**config.mk**
```make
export PLATFORM = sky130hd
export DESIGN_NAME = swe_prio_learn_regs
export DESIGN_NICKNAME = d
export VERILOG_FILES = /design/src/verilog/swe_regs_pkg.sv /design/src/verilog/swe_prio_learn_regs.sv /design/src/verilog/discard_counter.sv /design/src/verilog/prio_regen_map.sv
export VERILOG_INCLUDE_DIRS = /design/src /design/src/verilog
export SDC_FILE = /design/constraint.sdc
export NUM_CORES = 1
export LEC_CHECK = 0
export BUFFER_PORTS_ARGS = -buffer_cell sky130_fd_sc_hd__buf_2
export CORE_MARGIN = 2
export CORE_UTILIZATION = 60
export CTS_CLUSTER_SIZE = 30
export DETAILED_ROUTE_END_ITERATION = 6
export PLACE_DENSITY = 0.79
export SKIP_CTS_REPAIR_TIMING = 1
export SYNTH_ARGS = -nofsm -noshare
export SYNTH_HDL_FRONTEND = slang
export SYNTH_HIERARCHICAL = 1
export SYNTH_SLANG_ARGS = --single-unit
```
**constraint.sdc**
```tcl
create_clock -name core_clk -period 3 [get_ports core_clk]
set_input_delay 0.6 -clock core_clk [delete_from_list [all_inputs] [get_ports core_clk]]
set_output_delay 0.6 -clock core_clk [all_outputs]
set_load 0.03 [all_outputs]
```
**src/verilog/swe_regs_defines.svh**
```systemverilog
// Register offsets, field layout, reset values for the switch engine register slice
`ifndef SWE_REGS_DEFINES_SVH
`define SWE_REGS_DEFINES_SVH
`define OFS_PORT2_REGEN      16'h1857
`define OFS_PORT0_DISCARD    16'h1858
`define OFS_PORT1_DISCARD    16'h1859
`define OFS_PORT2_DISCARD    16'h185a
`define OFS_IRQ_MASK         16'h1880
`define REGEN_FIELD_W        3
`define REGEN_USED_W         24
`define RST_IRQ_MASK         1'b1
`define RST_REGEN_TABLE      24'hfac688
`define RST_DISCARD_COUNT    32'h0000_0000
`define DISCARD_COUNT_MAX    32'hffff_ffff
`define IRQ_MASK_BIT         0
`endif

```
**src/verilog/swe_regs_pkg.sv**
```systemverilog
// Types shared by the switch engine register slice
package swe_regs_pkg;
   typedef struct packed {
      logic        rd;
      logic        wr;
      logic [15:0] addr;
      logic [31:0] wdata;
   } reg_req_t;

   typedef struct packed {
      logic        valid;
      logic [31:0] rdata;
   } reg_rsp_t;

   typedef struct packed {
      logic       valid;
      logic [2:0] prio;
   } prio_t;
endpackage

```
**src/verilog/swe_prio_learn_regs.sv**
```systemverilog
// Switch engine register slice: port 2 priority regeneration, learn discard counts, interrupt mask
// Notes on behaviour
// - Port 2 received priority is replaced by its table field to pick the queue.
// - Table holds eight 3-bit fields at bits 3k+2:3k; bits 31:24 read zero.
// - Table fields reset to the identity mapping, seven down to zero.
// - Each port counts addresses not learned or overwritten for lack of table space.
// - Counters reset to zero; a read returns the count and clears it.
// - Counters stop at all ones and never wrap.
// - Mask bit set blocks all switch engine interrupts; cleared lets them through.
// - Mask affects only the interrupt output, never the pending status bits.
// - Mask bit resets to one; bits 31:1 read zero.
// - Pending status is double buffered and fully gated by the one mask bit.
`timescale 1ns/10ps
`include "swe_regs_defines.svh"
module swe_prio_learn_regs (
   input  wire logic                  core_clk,
   input  wire logic                  rst_n,
   input  wire swe_regs_pkg::reg_req_t reg_req,
   output swe_regs_pkg::reg_rsp_t     reg_rsp,
   input  wire swe_regs_pkg::prio_t   rx_prio,
   output swe_regs_pkg::prio_t        regen_prio,
   input  wire logic [2:0]            learn_discard,
   input  wire logic                  irq_pending_any,
   output logic                       switch_irq_req,
   output logic                       switch_irq_mask_out
);
   import swe_regs_pkg::*;

   typedef struct packed {
      logic [23:0] regen_table;
      logic        irq_mask;
      logic        pend_stage;
      logic        irq_req;
      reg_rsp_t    rsp;
   } top_state_t;

   top_state_t  state_reg;
   top_state_t  state_next;
   logic [31:0] discard_count [3];
   logic [2:0]  clear_rd;
   logic [15:0] port_ofs [3];
   logic        addr_mapped;

   assign port_ofs[0] = `OFS_PORT0_DISCARD;
   assign port_ofs[1] = `OFS_PORT1_DISCARD;
   assign port_ofs[2] = `OFS_PORT2_DISCARD;
   assign addr_mapped = reg_req.addr inside {`OFS_PORT2_REGEN, `OFS_PORT0_DISCARD, `OFS_PORT1_DISCARD,
                                             `OFS_PORT2_DISCARD, `OFS_IRQ_MASK};

   // One saturating counter per port
   genvar gi;
   generate
      for (gi = 0; gi < 3; gi++) begin : g_cnt
         assign clear_rd[gi] = reg_req.rd && reg_req.addr == port_ofs[gi];
         discard_counter u_cnt (
            .core_clk (core_clk),
            .rst_n    (rst_n),
            .event_in (learn_discard[gi]),
            .clear_rd (clear_rd[gi]),
            .count    (discard_count[gi])
         );

      end
   endgenerate

   prio_regen_map u_map (
      .core_clk   (core_clk),
      .rst_n      (rst_n),
      .table_bits (state_reg.regen_table),
      .rx_prio    (rx_prio),
      .regen_prio (regen_prio)
   );

   // One lookup and reset check per table entry
   genvar ki;
   generate
      for (ki = 0; ki < 8; ki++) begin : g_entry

      end
   endgenerate

   always_comb begin
      state_next           = state_reg;
      state_next.rsp.valid = reg_req.rd;
      state_next.rsp.rdata = 32'h0000_0000;
      if (reg_req.wr) begin
         unique case (reg_req.addr)
            `OFS_PORT2_REGEN: state_next.regen_table = reg_req.wdata[`REGEN_USED_W-1:0];
            `OFS_IRQ_MASK:    state_next.irq_mask = reg_req.wdata[`IRQ_MASK_BIT];
            default: ;
         endcase
      end
      if (reg_req.rd) begin
         unique case (reg_req.addr)
            `OFS_PORT2_REGEN:   state_next.rsp.rdata = {8'h00, state_reg.regen_table};
            `OFS_PORT0_DISCARD: state_next.rsp.rdata = discard_count[0];
            `OFS_PORT1_DISCARD: state_next.rsp.rdata = discard_count[1];
            `OFS_PORT2_DISCARD: state_next.rsp.rdata = discard_count[2];
            `OFS_IRQ_MASK:      state_next.rsp.rdata = {31'h0000_0000, state_reg.irq_mask};
            default:            state_next.rsp.rdata = 32'h0000_0000;
         endcase
      end
      // Status staged once more before the gate; status itself never touched by the mask
      state_next.pend_stage = irq_pending_any;
      state_next.irq_req    = state_reg.pend_stage && !state_reg.irq_mask;
   end

   always_ff @(posedge core_clk or negedge rst_n) begin
      if (!rst_n) begin
         state_reg.regen_table <= `RST_REGEN_TABLE;
         state_reg.irq_mask    <= `RST_IRQ_MASK;
         state_reg.pend_stage  <= 1'b0;
         state_reg.irq_req     <= 1'b0;
         state_reg.rsp         <= '0;
      end else begin
         state_reg <= state_next;
      end
   end

   assign reg_rsp             = state_reg.rsp;
   assign switch_irq_req      = state_reg.irq_req;
   assign switch_irq_mask_out = state_reg.irq_mask;
endmodule

```
**src/verilog/discard_counter.sv**
```systemverilog
// Saturating clear-on-read learn discard counter
`timescale 1ns/10ps
`include "swe_regs_defines.svh"
module discard_counter (
   input  wire logic        core_clk,
   input  wire logic        rst_n,
   input  wire logic        event_in,
   input  wire logic        clear_rd,
   output logic [31:0]      count
);
   import swe_regs_pkg::*;

   typedef struct packed {
      logic [31:0] count;
   } cnt_state_t;

   cnt_state_t state_reg;
   cnt_state_t state_next;

   always_comb begin
      state_next = state_reg;
      if (clear_rd) begin
         state_next.count = event_in ? 32'h0000_0001 : `RST_DISCARD_COUNT;
      end else if (event_in && state_reg.count != `DISCARD_COUNT_MAX) begin
         state_next.count = state_reg.count + 32'h0000_0001;
      end
   end

   always_ff @(posedge core_clk or negedge rst_n) begin
      if (!rst_n) begin
         state_reg.count <= `RST_DISCARD_COUNT;
      end else begin
         state_reg <= state_next;
      end
   end

   assign count = state_reg.count;
endmodule

```
**src/verilog/prio_regen_map.sv**
```systemverilog
// Port 2 received priority to regenerated priority lookup
`timescale 1ns/10ps
`include "swe_regs_defines.svh"
module prio_regen_map (
   input  wire logic                     core_clk,
   input  wire logic                     rst_n,
   input  wire logic [23:0]              table_bits,
   input  wire swe_regs_pkg::prio_t      rx_prio,
   output swe_regs_pkg::prio_t           regen_prio
);
   import swe_regs_pkg::*;

   typedef struct packed {
      prio_t out;
   } map_state_t;

   map_state_t state_reg;
   map_state_t state_next;

   always_comb begin
      state_next.out.valid = rx_prio.valid;
      state_next.out.prio  = table_bits[rx_prio.prio * `REGEN_FIELD_W +: `REGEN_FIELD_W];
   end

   always_ff @(posedge core_clk or negedge rst_n) begin
      if (!rst_n) begin
         state_reg <= '0;
      end else begin
         state_reg <= state_next;
      end
   end

   assign regen_prio = state_reg.out;
endmodule

```
==> results.yml <==
outcome:
  status: "completed"
routing:
  ant_nets: 0
  drt_wl_total_um: 24400
  drc: 0
  wire_per_inst_um: 19.5
  vias_per_cell: 6.42
  vias: 8028
  drt_iter0_markers: 674
  first_pass_iters: 7
yosys:
  synth_top_area_frac: 0.386
  async_flop_share: 1.00
  synth_seq_cells: 160
  yosys_warnings: 6
  synth_top_area_cell: "dfrtp_1"
  synthCells: 976
  synthesis.nets: 1039
  synth_edf_count: 0
  synth_ff_type: "dfrtp_1"
  syn_area_per_cell_um2: 9.75
  seq_area_frac_synth: 0.422
  synth.distinct_cells: 64
  synth_area_mm2: 0.00952
  ys_top_cells_by_area: "dfrtp_1, o21ai_0, or3_1"
setup_path:
  critical_path_class: "reg -> reg"
  worst_setup_path_start_kind: "register"
  r2r_cells: 5
  crit_path_max_fanout: 7
  critPathArrivalTime_ns: 2.82
  rr_endpoint: "g_cnt[2].u_cnt/count[30]"
  r2r-start: "g_cnt[2].u_cnt/count[20]"
  crit_start: "g_cnt[2].u_cnt/count[20]"
  crit_path_end_kind: "register"
  required_ns: 3.35
  regToRegSetupSlack_ns: 0.53
sta:
  worst_pin_slew_ns: 0.763
  fin_tns_setup_ns: 0
  min_period_over_period: 0.824
  period_needed_ns: 2.47
  finalSetupViolCount: 0
  hold_viol_final: 0
  fmax_mhz: 404
  drv_slew: 0
  skew_ns: 0.0113
  rsz0062_at_grt: "false"
  relSlewSlack: 0.487
placed_design:
  hpwl_um: 17500
  place.port_buffers: 90
  place.gp.congestion: 0.928
  dpl_cell_area_mm2: 0.00990
  dp.cells: 1219
grt:
  antenna_found_initial: 0
  grt_pass1_wl_um: 39900
  grt-ovfl-total: 0
  grt_max_degree: 83
  grt_usage: 0.306
  grt_pass1_vias: 7523
floorplanning:
  initial_utilization: 0.606
  die-area_mm2: 0.0169
  die_w_um: 130
  coreArea_mm2: 0.0157
  ios: 99
  die_h_um: 130
  rows: 46
power_and_ir_drop:
  leakage_nw: 4.34
  peakVddDrop_v: 0.000440
  p_per_area_mw_per_mm2: 507
final_layout:
  final-instance-count-excl-fill: 1251
  diodes: 0
  largest_reg_flops: 96
  drive_gt1_frac: 0.222
  final_nets: 1085
  fill_cells: 1246
  final_area_mm2: 0.0105
  area_growth_pct: 10.8
clocking:
  clock-root-buffer: "clkbuf_16"
  cts_made_buffers: 17
  clk_latency_ns: 0.43
  clock-sinks: 160
  cts_tree: "built"
  htreeDepth: 4
  clockBufferDepth: 2
  clk_pin_slew_ns: 0.06
worst_hold_path:
  worstHoldPathType: "in -> async"
job:
  cap_viol_max_count: 0
## power by group
part / switching (mW) / internal [mW]
combinational: 0.289 / 0.204
sequential: 0.205 / 2.28
clock: 0.935 / 1.43
## layout by cell type (no fill, tap or decap), types with 17 or more instances in the layout
master	n
a21oi_1	69
buf_2	89
buf_4	34
clkbuf_16	17
dfrtp_1	147
inv_1	29
mux2_1	20
mux2i_1	28
nand2_1	49
nand3_1	46
nand4_1	21
nor2_1	52
nor4_1	27
o21ai_0	75
o31ai_1	21
o32a_1	20
or3_1	58
or4_1	18
## synth_stat cells, types with 8 or more instances
master	n
dfrtp_1	147
o21ai_0	75
a21oi_1	69
or3_1	58
nor2_1	54
nand2_1	49
nand3_1	46
clkbuf_1	44
buf_4	35
inv_1	29
mux2i_1	28
nor4_1	27
nand4_1	21
o31ai_1	21
mux2_1	20
o32a_1	20
or4_1	18
nor3_1	16
and4_1	13
dfstp_2	13
xnor2_1	12
and4b_1	11
buf_6	11
nor4bb_1	11
and2_1	9
and4b_2	9
and4bb_2	9
mux2_2	8
## critical path: stages (launching register included)
cell and delay (ns):
dfrtp_1 0.49, nand4_1 0.25, or4_4 0.59, or4_4 0.57, or3_1 0.33, a21oi_1 0.16
## cell families after synthesis
logic type / share of synthesized area
fa+ha+maj: 0.00394
mux: 0.0791
xor+xnor: 0.0166
compound gates: 0.147
simple gates: 0.251
buf+inv: 0.0798
flops: 0.422
## metrics by stage
stage	util	hold slack, ns	setup WS, ns	total power [mW]
finish	0.671	0.207	0.527	5.34
global route	0.671	0.261	0.315	5.52
CTS	0.671	0.235	0.561	5.35
detailed placement	0.630	0.487	0.344	3.00
global placement	0.630	0.443	0.355	2.97
floorplan	-	0.304	0.404	2.76
## layer usage
| layer | track usage | up-vias | wire [um] |
|---|---|---|---|
| li1 | - | 3754 | - |
| met1 | 0.443 | 3891 | 10800 |
| met5 | 0 | - | 0 |
| met2 | 0.476 | 337 | 11400 |
| met3 | 0.0562 | 46 | 1760 |
| met4 | 0.0879 | 0 | 537 |
## worst max-delay path by stage
stage / endpoint / slack (ns) / cells past startpoint
2_1_floorplan: g_cnt[2].u_cnt/count[4] / 0.40 / 7
3_5_place_dp: g_cnt[0].u_cnt/count[0] / 0.34 / 8
4_1_cts: g_cnt[2].u_cnt/count[30] / 0.56 / 5
3_3_place_gp: g_cnt[0].u_cnt/count[0] / 0.36 / 8
6_report: g_cnt[2].u_cnt/count[30] / 0.53 / 5
5_1_grt: g_cnt[0].u_cnt/count[25] / 0.32 / 7
## area by class of cell
| cell class | count | area, um^2 | area share |
|---|---|---|---|
| multi-input combinational | 688 | 4750 | 0.451 |
| sequential | 160 | 4020 | 0.381 |
| timing repair buffer | 126 | 752 | 0.0713 |
| clock buffer | 18 | 439 | 0.0416 |
| tap | 216 | 270 | 0.0256 |
| clock inverter | 14 | 204 | 0.0193 |
| inverter | 29 | 109 | 0.0103 |
No activity file was read; power rests on OpenSTA's default activity.
